[config.mk]
export PLATFORM = sky130hd
export DESIGN_NAME = phase_matched_divider
export DESIGN_NICKNAME = d
export VERILOG_FILES = /design/src/rtl/divider_pkg.sv /design/src/rtl/regs_if.sv /design/src/rtl/axi_lite_regs.sv /design/src/rtl/phase_matched_divider.sv
export SDC_FILE = /design/constraint.sdc
export NUM_CORES = 1
export LEC_CHECK = 0
export BUFFER_PORTS_ARGS = -buffer_cell sky130_fd_sc_hd__buf_4
export CAP_MARGIN = 20
export CORE_MARGIN = 8
export CORE_UTILIZATION = 53
export CTS_CLUSTER_DIAMETER = 150
export DETAILED_ROUTE_END_ITERATION = 10
export PLACE_DENSITY = 0.85
export RECOVER_POWER = 25
export SLEW_MARGIN = 20
export SYNTH_ARGS = -nofsm -noshare
export SYNTH_HDL_FRONTEND = slang
export SYNTH_HIERARCHICAL = 1
export SYNTH_SLANG_ARGS = --single-unit
export TNS_END_PERCENT = 5
[constraint.sdc]
create_clock -name ref_clk -period 4.7 [get_ports ref_clk]
set_input_delay 0.705 -clock ref_clk [delete_from_list [all_inputs] [get_ports ref_clk]]
set_output_delay 0.705 -clock ref_clk [all_outputs]
set_load 0.1 [all_outputs]
[src/rtl/divider_pkg.sv]
/*
  Shared constants and types of the phase-matched clock divider: register
  map, field positions, reset values, bus response codes and the states of
  the release sequencer. Assumes a 32-bit AXI4-Lite register bus.
*/
package divider_pkg;

  // Register byte offsets.
  localparam logic [7:0] CTRL_OFFSET = 8'h00;
  localparam logic [7:0] STATUS_OFFSET = 8'h04;

  // Control register fields.
  localparam int CTRL_MODE_BIT = 0;
  localparam int CTRL_HOLD_BIT = 1;
  localparam int CTRL_SEL_BIT = 2;
  localparam logic [31:0] CTRL_RESET = 32'h0000_0000;

  // Status register fields.
  localparam int STAT_FWD_BIT = 0;
  localparam int STAT_HOLD_BIT = 1;
  localparam int STAT_LIVE_BIT = 2;
  localparam int STAT_CNT_LSB = 4;
  localparam int STAT_OUT_LSB = 8;
  localparam int STAT_UNHOLD_BIT = 16;

  // Phase counter restarts here so the first primary edge reads as zero.
  localparam logic [2:0] PHASE_RESET = 3'h7;

  // AXI4-Lite response codes.
  localparam logic [1:0] RESP_OKAY = 2'h0;
  localparam logic [1:0] RESP_SLVERR = 2'h2;

  // Sequencer states.
  typedef enum logic [1:0] {
    ST_OFF,
    ST_SYNC,
    ST_HOLD,
    ST_RUN
  } div_state_type;

endpackage

[src/rtl/regs_if.sv]
/*
  Carrier between the register slave and the divider core: control bits
  out of the register file, status word back into it. Assumes both ends
  sit on the same clock.
*/
`timescale 1ns/10ps
interface regs_if;
  logic mode;
  logic hold_en;
  logic sync_sel;
  logic [31:0] status;

  modport bus (
    output mode,
    output hold_en,
    output sync_sel,
    input status
  );

  modport core (
    input mode,
    input hold_en,
    input sync_sel,
    output status
  );
endinterface

[src/rtl/axi_lite_regs.sv]
/*
  AXI4-Lite slave holding the control register and presenting the status
  word. Assumes a master that keeps at most one write and one read in
  flight and holds valid and payload until taken.
*/
`timescale 1ns/10ps
module axi_lite_regs (
  // Clock and reset
  input wire logic ref_clk,
  input wire logic rst_n,
  // Write address and data
  input wire logic [7:0] awaddr,
  input wire logic awvalid,
  output logic awready,
  input wire logic [31:0] wdata,
  input wire logic [3:0] wstrb,
  input wire logic wvalid,
  output logic wready,
  // Write response
  output logic [1:0] bresp,
  output logic bvalid,
  input wire logic bready,
  // Read
  input wire logic [7:0] araddr,
  input wire logic arvalid,
  output logic arready,
  output logic [31:0] rdata,
  output logic [1:0] rresp,
  output logic rvalid,
  input wire logic rready,
  // Core side
  regs_if.bus rif
);

  logic [7:0] aw_addr_q;
  logic [31:0] w_data_q;
  logic [3:0] w_strb_q;
  logic [31:0] ctrl_q;

  wire aw_take = awvalid & awready;
  wire w_take = wvalid & wready;
  wire do_write = ~awready & ~wready & ~bvalid;
  wire b_done = bvalid & bready;
  wire ar_take = arvalid & arready;
  wire r_done = rvalid & rready;
  wire wr_ctrl = aw_addr_q[7:2] == divider_pkg::CTRL_OFFSET[7:2];
  wire wr_stat = aw_addr_q[7:2] == divider_pkg::STATUS_OFFSET[7:2];
  wire rd_ctrl = araddr[7:2] == divider_pkg::CTRL_OFFSET[7:2];
  wire rd_stat = araddr[7:2] == divider_pkg::STATUS_OFFSET[7:2];
  wire [31:0] ctrl_new = {29'h0, w_data_q[2:0]};

  assign rif.mode = ctrl_q[divider_pkg::CTRL_MODE_BIT];
  assign rif.hold_en = ctrl_q[divider_pkg::CTRL_HOLD_BIT];
  assign rif.sync_sel = ctrl_q[divider_pkg::CTRL_SEL_BIT];

  always_ff @(posedge ref_clk or negedge rst_n) begin
    if (!rst_n) begin
      awready <= 1'b1;
      wready <= 1'b1;
      aw_addr_q <= 8'h00;
      w_data_q <= 32'h0000_0000;
      w_strb_q <= 4'h0;
    end else begin
      if (aw_take) begin
        awready <= 1'b0;
        aw_addr_q <= awaddr;
      end else if (b_done) begin
        awready <= 1'b1;
      end
      if (w_take) begin
        wready <= 1'b0;
        w_data_q <= wdata;
        w_strb_q <= wstrb;
      end else if (b_done) begin
        wready <= 1'b1;
      end
    end
  end

  // The status word is read-only; a write to it is accepted and dropped.
  always_ff @(posedge ref_clk or negedge rst_n) begin
    if (!rst_n) begin
      bvalid <= 1'b0;
      bresp <= divider_pkg::RESP_OKAY;
      ctrl_q <= divider_pkg::CTRL_RESET;
    end else if (do_write) begin
      bvalid <= 1'b1;
      if (wr_ctrl) begin
        bresp <= divider_pkg::RESP_OKAY;
        if (w_strb_q[0]) begin
          ctrl_q <= ctrl_new;
        end
      end else if (wr_stat) begin
        bresp <= divider_pkg::RESP_OKAY;
      end else begin
        bresp <= divider_pkg::RESP_SLVERR;
      end
    end else if (b_done) begin
      bvalid <= 1'b0;
    end
  end

  always_ff @(posedge ref_clk or negedge rst_n) begin
    if (!rst_n) begin
      arready <= 1'b1;
      rvalid <= 1'b0;
      rdata <= 32'h0000_0000;
      rresp <= divider_pkg::RESP_OKAY;
    end else if (ar_take) begin
      arready <= 1'b0;
      rvalid <= 1'b1;
      if (rd_ctrl) begin
        rdata <= ctrl_q;
        rresp <= divider_pkg::RESP_OKAY;
      end else if (rd_stat) begin
        rdata <= rif.status;
        rresp <= divider_pkg::RESP_OKAY;
      end else begin
        rdata <= 32'h0000_0000;
        rresp <= divider_pkg::RESP_SLVERR;
      end
    end else if (r_done) begin
      arready <= 1'b1;
      rvalid <= 1'b0;
    end
  end

endmodule

[src/rtl/phase_matched_divider.sv]
/*
  Phase-matched clock divider in legacy mode. Samples the primary and
  secondary reference clocks on ref_clk, forwards the secondary one and
  derives undivided, /2, /4 and /8 outputs from the primary one. Assumes
  both reference clocks are slower than a quarter of the ref_clk rate and
  that
  software programs the control register over AXI4-Lite.
*/
// The register addresses and the AXI4-Lite register port were left to the implementer.
// Notes on behaviour
// - Divider acts only when mode bit set
// - Exactly two reference clock inputs exist
// - Primary clock sources all divided outputs
// - Secondary clock is forwarded, never divided
// - Reset forces every output low at once
// - Outputs toggle only after synchronised release
// - Release syncs to primary or secondary clock
// - Hold keeps primary outputs low until unhold
// - Unhold starts primary outputs at primary edge
// - Output zero secondary, one to four primary
// - Output zero follows secondary at its rate
`timescale 1ns/10ps
module phase_matched_divider (
  // Clock and reset
  input wire logic ref_clk,
  input wire logic rst_n,
  // Reference clocks and release pin
  input wire logic primary_ref_clock,
  input wire logic secondary_ref_clock,
  input wire logic output_unhold_input,
  // Clock outputs
  output logic output_zero,
  output logic output_one,
  output logic output_two,
  output logic output_three,
  output logic output_four,
  // AXI4-Lite write address and data
  input wire logic [7:0] s_axi_awaddr,
  input wire logic s_axi_awvalid,
  output logic s_axi_awready,
  input wire logic [31:0] s_axi_wdata,
  input wire logic [3:0] s_axi_wstrb,
  input wire logic s_axi_wvalid,
  output logic s_axi_wready,
  // AXI4-Lite write response
  output logic [1:0] s_axi_bresp,
  output logic s_axi_bvalid,
  input wire logic s_axi_bready,
  // AXI4-Lite read
  input wire logic [7:0] s_axi_araddr,
  input wire logic s_axi_arvalid,
  output logic s_axi_arready,
  output logic [31:0] s_axi_rdata,
  output logic [1:0] s_axi_rresp,
  output logic s_axi_rvalid,
  input wire logic s_axi_rready
);

  regs_if rif ();

  axi_lite_regs u_regs (
    .ref_clk(ref_clk),
    .rst_n(rst_n),
    .awaddr(s_axi_awaddr),
    .awvalid(s_axi_awvalid),
    .awready(s_axi_awready),
    .wdata(s_axi_wdata),
    .wstrb(s_axi_wstrb),
    .wvalid(s_axi_wvalid),
    .wready(s_axi_wready),
    .bresp(s_axi_bresp),
    .bvalid(s_axi_bvalid),
    .bready(s_axi_bready),
    .araddr(s_axi_araddr),
    .arvalid(s_axi_arvalid),
    .arready(s_axi_arready),
    .rdata(s_axi_rdata),
    .rresp(s_axi_rresp),
    .rvalid(s_axi_rvalid),
    .rready(s_axi_rready),
    .rif(rif)
  );

  // Index 0 primary, 1 secondary, 2 unhold pin. Only two clocks exist.
  wire [2:0] pin_raw = {output_unhold_input, secondary_ref_clock,
                        primary_ref_clock};
  wire [2:0] sync2_q;
  logic [1:0] clk_dly_q;

  // Two flops per pin; the first stage feeds nothing but the second.
  genvar gi;
  generate
    for (gi = 0; gi < 3; gi = gi + 1) begin : g_sync
      logic meta_q;
      logic sync_q;
      always_ff @(posedge ref_clk or negedge rst_n) begin
        if (!rst_n) begin
          meta_q <= 1'b0;
          sync_q <= 1'b0;
        end else begin
          meta_q <= pin_raw[gi];
          sync_q <= meta_q;
        end
      end
      assign sync2_q[gi] = sync_q;
    end
  endgenerate

  always_ff @(posedge ref_clk or negedge rst_n) begin
    if (!rst_n) begin
      clk_dly_q <= 2'h0;
    end else begin
      clk_dly_q <= sync2_q[1:0];
    end
  end

  wire prim_lvl = sync2_q[0];
  wire sec_lvl = sync2_q[1];
  wire unhold_lvl = sync2_q[2];
  wire prim_rise = sync2_q[0] & ~clk_dly_q[0];
  wire sec_rise = sync2_q[1] & ~clk_dly_q[1];
  // Release edge comes from the clock that software picked.
  wire sel_rise = rif.sync_sel ? sec_rise : prim_rise;
  wire hold_now = rif.hold_en & ~unhold_lvl;

  divider_pkg::div_state_type st_q;
  divider_pkg::div_state_type st_d;

  always_comb begin
    st_d = st_q;
    if (!rif.mode) begin
      st_d = divider_pkg::ST_OFF;
    end else begin
      case (st_q)
        divider_pkg::ST_OFF: begin
          st_d = divider_pkg::ST_SYNC;
        end
        divider_pkg::ST_SYNC: begin
          if (sel_rise) begin
            st_d = hold_now ? divider_pkg::ST_HOLD : divider_pkg::ST_RUN;
          end
        end
        divider_pkg::ST_HOLD: begin
          if (!hold_now) begin
            st_d = divider_pkg::ST_RUN;
          end
        end
        default: begin
          st_d = st_q;
        end
      endcase
    end
  end

  logic live_q;
  logic [2:0] phase_q;
  wire run_d = st_d == divider_pkg::ST_RUN;
  // Primary outputs start only on a primary rising edge.
  wire live_d = run_d & (live_q | prim_rise);
  wire fwd_d = run_d | (st_d == divider_pkg::ST_HOLD);
  wire [2:0] phase_inc = phase_q + 3'h1;
  wire [2:0] phase_d = !live_d ? divider_pkg::PHASE_RESET :
                       prim_rise ? phase_inc : phase_q;
  // Phase zero is a common rising edge of all divided outputs.
  wire div2_d = live_d & ~phase_d[0];
  wire div4_d = live_d & ~phase_d[1];
  wire div8_d = live_d & ~phase_d[2];
  wire undiv_d = live_d & prim_lvl;
  wire fwd_out_d = fwd_d & sec_lvl;

  always_ff @(posedge ref_clk or negedge rst_n) begin
    if (!rst_n) begin
      st_q <= divider_pkg::ST_OFF;
      live_q <= 1'b0;
      phase_q <= divider_pkg::PHASE_RESET;
    end else begin
      st_q <= st_d;
      live_q <= live_d;
      phase_q <= phase_d;
    end
  end

  // Asynchronous clear drops every clock output without any clock edge.
  always_ff @(posedge ref_clk or negedge rst_n) begin
    if (!rst_n) begin
      output_zero <= 1'b0;
      output_one <= 1'b0;
      output_two <= 1'b0;
      output_three <= 1'b0;
      output_four <= 1'b0;
    end else begin
      output_zero <= fwd_out_d;
      output_one <= undiv_d;
      output_two <= div2_d;
      output_three <= div4_d;
      output_four <= div8_d;
    end
  end

  wire [4:0] outs = {output_four, output_three, output_two, output_one,
                     output_zero};

  always_comb begin
    rif.status = 32'h0000_0000;
    rif.status[divider_pkg::STAT_FWD_BIT] = fwd_d;
    rif.status[divider_pkg::STAT_HOLD_BIT] = st_q == divider_pkg::ST_HOLD;
    rif.status[divider_pkg::STAT_LIVE_BIT] = live_q;
    rif.status[divider_pkg::STAT_CNT_LSB +: 3] = phase_q;
    rif.status[divider_pkg::STAT_OUT_LSB +: 5] = outs;
    rif.status[divider_pkg::STAT_UNHOLD_BIT] = unhold_lvl;
  end
endmodule

# After elaboration in Yosys (flattened, before gate mapping)
# Cells that the tools add are included.
[classes] addsub=1 n_eq_ne=6 muxes=23 bitwise=27 reduce_logical=8
[op_table] cell="two-way mux 32 bit" n=1
[op_table] cell="two-way mux 17 bit" n=1
[op_table] cell="AND 1 bit" n=16
[op_table] cell="two-way mux 2 bit" n=7
[op_table] cell="equality test 6 x 1 -> 1 bit, second input constant" n=2
[op_table] cell="logical NOT 6 bit" n=2
[op_table] cell="two-way mux 1 bit" n=11
[op_table] cell="inverter 1 bit" n=9
[op_table] cell="nonzero test 2 bit" n=4
[op_table] cell="equality test 2 bit, second input constant" n=3
[op_table] cell="two-way mux 3 bit" n=2
[op_table] cell="case mux 2 bit (3 select lines)" n=1
[op_table] cell="adder 3 x 1 -> 3 bit, second input constant" n=1
[op_table] cell="AND reduction 3 bit" n=1
[op_table] cell="equality test 2 x 1 -> 1 bit, second input constant" n=1
[op_table] cell="logical NOT 2 bit" n=1
[op_table] cell="bitwise OR 1 bit" n=2
[totals] reg_bits=75 inputBits=62 output_inout_bits=46 word_cells=92

# Longest topological paths before layout
[depth] depth_word=11 depth_mapped=6 mapped_depth_nobuf=5

# By module
# Netlist, hierarchy kept.
[modules_own_cells] module="axi_lite_regs" instances=1 cells_each=200 area_per_inst_um2=2092.0 seq_area_each_um2=1305.0
[modules_own_cells] module="phase_matched_divider" instances=1 cells_each=56 area_per_inst_um2=749.5 seq_area_each_um2=479.2

# Worst setup path before layout
# OpenSTA, ideal clock, no wires.
[synth_timing] path_type="register -> register" from="register u_regs.bvalid" to="register u_regs.ctrl_q[0]" setup_time_ns=0.125 t_arrival_ns=1.901 required_ns=4.575 slack_ns=2.674 stages_incl_launch_ff=4 path_buffers=0 period_less_slack_ns=2.026 cell_sequence="dfrtp_1 or3_1 nor4_4 mux2_2"
[synth_via] elab_chain_cells=3
[synth_rtl] element="from (decl)" line="axi_lite_regs.sv:21" source="output logic bvalid,"
[synth_rtl] element="from (signal assigned)" line="axi_lite_regs.sv:83" source="bvalid <= 1'b0;"
[synth_rtl] element="from (signal assigned)" line="axi_lite_regs.sv:87" source="bvalid <= 1'b1;"
[synth_rtl] element="from (signal assigned)" line="axi_lite_regs.sv:99" source="bvalid <= 1'b0;"
[synth_rtl] element="inverter 1 bit" line="axi_lite_regs.sv:42" source="wire do_write = ~awready & ~wready & ~bvalid;"
[synth_rtl] element="AND 1 bit" line="axi_lite_regs.sv:42"
[synth_rtl] element="AND reduction 3 bit (no source line)"
[synth_rtl] element="to (signal assigned)" line="axi_lite_regs.sv:85" source="ctrl_q <= divider_pkg::CTRL_RESET;"
[synth_rtl] element="to (signal assigned)" line="axi_lite_regs.sv:91" source="ctrl_q <= ctrl_new;"
[synth_rtl] element="to (decl)" line="axi_lite_regs.sv:38" source="logic [31:0] ctrl_q;"
# No other way between the ends.
# A chain may end at the register's enable or synchronous reset.

# Worst setup path in the final report
[layout_timing] from="input s_axi_araddr[3]" to="register u_regs.rdata[8]"
[layout_via] elab_chain_cells=3 elab_cells_between_ends=4 cone_classes="1 x eq/ne; 2 x mux; 1 x reduce/logical"
[layout_rtl] element="from (decl)" line="phase_matched_divider.sv:50" source="input wire logic [7:0] s_axi_araddr,"
[layout_rtl] element="equality test 6 x 1 -> 1 bit" line="axi_lite_regs.sv:49" source="wire rd_stat = araddr[7:2] == divider_pkg::STATUS_OFFSET[7:2];"
[layout_rtl] element="two-way mux 17 bit" line="axi_lite_regs.sv:115" source="end else if (rd_stat) begin"
[layout_rtl] element="two-way mux 32 bit (*)" line="axi_lite_regs.sv:112" source="if (rd_ctrl) begin"
[layout_rtl] element="to (signal assigned)" line="axi_lite_regs.sv:113" source="rdata <= ctrl_q;"
[layout_rtl] element="to (signal assigned)" line="axi_lite_regs.sv:116" source="rdata <= rif.status;"
[layout_rtl] element="to (decl)" line="axi_lite_regs.sv:27" source="output logic [31:0] rdata,"
# Every way passes the cells marked *; elsewhere a longest branch is shown, timed or not.

==> flow_summary.rst <==
.. list-table::
   :header-rows: 1

   * - Metric
     - Value
   * - Count of state elements after synthesis
     - just over 70
   * - Period Utilization, post-route
     - 42.08%
   * - Number of buffers created by CTS
     - 9
   * - Area grow syn2layout
     - 27.61%
   * - Layout Skew
     - a little under 0.005 ns
   * - Clock-pin slew on the worst setup and hold paths
     - around 0.070 ns
   * - Critical path endpoint category
     - flip-flop
   * - Ant. Diodes
     - 0
   * - Die span in x
     - 89.22 um
   * - Final design area excluding fillers
     - 3626 um^2
   * - Total gr overflow
     - 0
   * - Half-perimeter wire length after placement
     - 4254 um
   * - Min Clock Period, post-route
     - between 1.5 and 2 ns
   * - DRC errors left
     - 0
   * - Max clock buf depth
     - 2
   * - Final net count
     - slightly above 400
   * - Global-route wire length before repair
     - between 9000 and 10000 um
   * - Unrepaired setup endpoints after global routing
     - no
   * - Maximum number of pins on one net before global-route repair
     - about 70
   * - Areal power density over the cells
     - 446.1 nW/um^2
   * - Layout cells sized above 1
     - a little under a third
   * - Wire length per cell
     - ~14 um
   * - Hold_buf cts
     - 0
   * - Setup violations, final
     - 0
   * - Max Cap Violations
     - 0
   * - Max Clock Freq
     - 0.5056 GHz
   * - Weighted congestion reported at the end of routability-driven placement
     - a little under 0.9
   * - Number of nets still failing antenna checks after routing
     - 0
   * - TritonCTS clock tree
     - built
   * - Number of global-route vias before repair
     - 2133
   * - Avg Vias per Cell
     - 4.969
   * - Worst Path Max Fanout
     - 29
   * - Violation count after the first detailed-routing iteration
     - 115
   * - Total routed wirelength
     - 5951 um
   * - Initial cell density of the core
     - ~55%
   * - Lkg Pwr
     - 0.001697 uW
   * - Critical path data arrival time
     - between 2 and 2.5 ns
   * - Pins over their slew limit
     - 0
   * - Clock net sink count
     - 71
   * - Die Y
     - 89.22 um
   * - Most used flip-flop cell after synthesis
     - dfrtp_1
   * - Kind of start point of the critical path
     - input port
   * - Antenna violations before repair
     - 0
   * - Aggregate global-route resource usage
     - 16.09%
   * - Clk Latency, worst-skew pair
     - 0.33 ns
   * - Final hold violations
     - 0
   * - Slew at the pin closest to its max-slew limit
     - roughly 0.92 ns
   * - Site Rows
     - 26
   * - Seq/Total Area, Yosys
     - approximately 63%
   * - Netlist area before placement
     - 2841 um^2
   * - Worst setup path class
     - in -> reg
   * - Slew margin rel.
     - around two fifths
   * - Peak supply drop
     - ~0.00037 V
   * - Min-Delay Path Class
     - reg -> reg
   * - WP data required
     - 4.93 ns
   * - Standard cell area after detailed placement
     - 3465 um^2
   * - Cell count after synthesis
     - ~260
   * - Number of gates resized after cts
     - 0
   * - Count of different cell masters after synthesis
     - between 40 and 50
   * - EDFF count, synth
     - 0
   * - Worst hold slack
     - ~0.35 ns
   * - Core area
     - 5140 um^2
   * - Async S/R FF share, synth
     - 100.0%
   * - Port Buf Inserts
     - 69
   * - First-pass DRT Iterations
     - 4
   * - Post-CTS setup-driven buffer insertion count
     - 0
   * - Via count
     - 2072
   * - Overall Power
     - 1618 uW
   * - Mapped Avg Cell Area
     - ~11 um^2
   * - # IOs
     - about 110
   * - Floorplan die area
     - approximately 8000 um^2
   * - Root buffer selected by CTS
     - clkbuf_8
   * - Maximum level of the CTS H-tree
     - 3
   * - Run status
     - complete, no violations
   * - Synthesis warning total
     - 6
   * - Total Neg Setup Slack
     - 0 ns
where the power goes:
part	internal, uW	total [uW]	leakage [uW]	switching (uW)
registers	697	756	0.000920	58.9
logic	132	458	0.000697	327
clock network	203	403	0.0000805	200
total	1030	1620	0.00170	586
final timing paths:
kind                                     start          endpoint  depth (start not counted)  slack [ns]
setup / recovery               s_axi_araddr[3]   u_regs/rdata[8]                          4        2.72
hold / removal                g_sync[0].meta_q  g_sync[0].sync_q                          0        0.35
setup reg to reg           u_regs/aw_addr_q[5]  u_regs/ctrl_q[2]                          3        2.91
hold reg to reg               g_sync[0].meta_q  g_sync[0].sync_q                          0        0.35
max in group asynchronous                rst_n   u_regs/rdata[6]                          1        3.66
min in group asynchronous                rst_n  u_regs/rdata[27]                          1        0.49
through the flow:
stage	cells	utilization [%]	setup WS (ns)
2_1_floorplan	276	-	2.674
3_3_place_gp	402	67.41	2.360
5_1_grt	417	70.55	2.352
3_5_place_dp	402	67.41	2.346
4_1_cts	417	70.47	2.701
6_report	417	70.55	2.722
metal layers:
layer / vias to the layer above / track usage, % / wire length [um]
met2: 62 / 25.79 / 2776
met4: 0 / 6.042 / 45
li1: 1018 / - / -
met1: 985 / 19.41 / 2632
met5: - / 0 / 0
met3: 7 / 5.790 / 496
cells in the mapped netlist (2+ instances only):
cell	number	share of area [%]
nand2_1	69	9.1
dfrtp_1	65	57
o21ai_0	33	5.8
mux2_2	13	5.2
clkbuf_1	10	1.3
mux2i_1	8	2.8
nor2_1	7	0.92
dfstp_2	6	5.5
inv_1	4	0.53
nor3_1	3	0.53
o31ai_1	3	0.79
and4_1	2	0.62
buf_4	2	0.53
conb_1	2	0.26
nand2b_1	2	0.44
nor2b_1	2	0.44
registers in the layout, indices dropped and copies added (netlist names), 2 cells and up:
| signal | count |
|---|---|
| phase_q | 3 |
| g_sync.meta_q | 3 |
| u_regs/ctrl_q | 3 |
| g_sync.sync_q | 3 |
| u_regs/w_data_q | 3 |
| st_q | 2 |
| u_regs/aw_addr_q | 6 |
| u_regs/rdata | 32 |
| clk_dly_q | 2 |
cell type report:
cell class | instances | area [um^2]
clock inverter | 1 | 5.005
inverter | 4 | 15.01
multi-input combinational | 188 | 1064
fill | 399 | 1514
tap | 70 | 87.58
clock buffer | 14 | 152.6
timing repair buffer | 69 | 518.0
sequential | 71 | 1784
logic make-up (layout without fill, tap and decap cells):
logic type | Yosys count | count (layout) | share of synthesized area, %
AND/OR/NAND/NOR | 98 | 98 | 15.94
flip-flops | 71 | 71 | 62.79
XOR/XNOR | 1 | 1 | 0.3083
other | 2 | 22 | 0.2643
multiplexers | 21 | 21 | 7.970
AO/OA/AOI/OAI | 45 | 45 | 9.732
adder cells (fa/ha/maj) | 1 | 1 | 0.4403
buffers and inverters | 17 | 88 | 2.554
layout by cell type, fill, tap and decap left out, types with 2 or more instances in the layout:
cell type  synthesis  final
nor3_1             3      3
and4_1             2      2
clkbuf_4           0      3
o31ai_1            3      3
clkbuf_1          10      4
dfstp_2            6      3
dfstp_1            0      3
clkbuf_8           0     10
nor2_1             7      7
mux2_2            13     13
conb_1             2     22
nor2b_1            2      2
dfrtp_1           65     65
and2_2             1      2
nand2b_1           2      2
buf_4              2     66
o21ai_0           33     33
mux2i_1            8      8
inv_1              4      4
nand2_1           69     68
worst max-delay path: stages:
cell,delay (ns)
buf_4,0.11
nor3_1,0.29
nand3_1,0.72
o21ai_0,0.39
(Power assumes the default switching activity.)
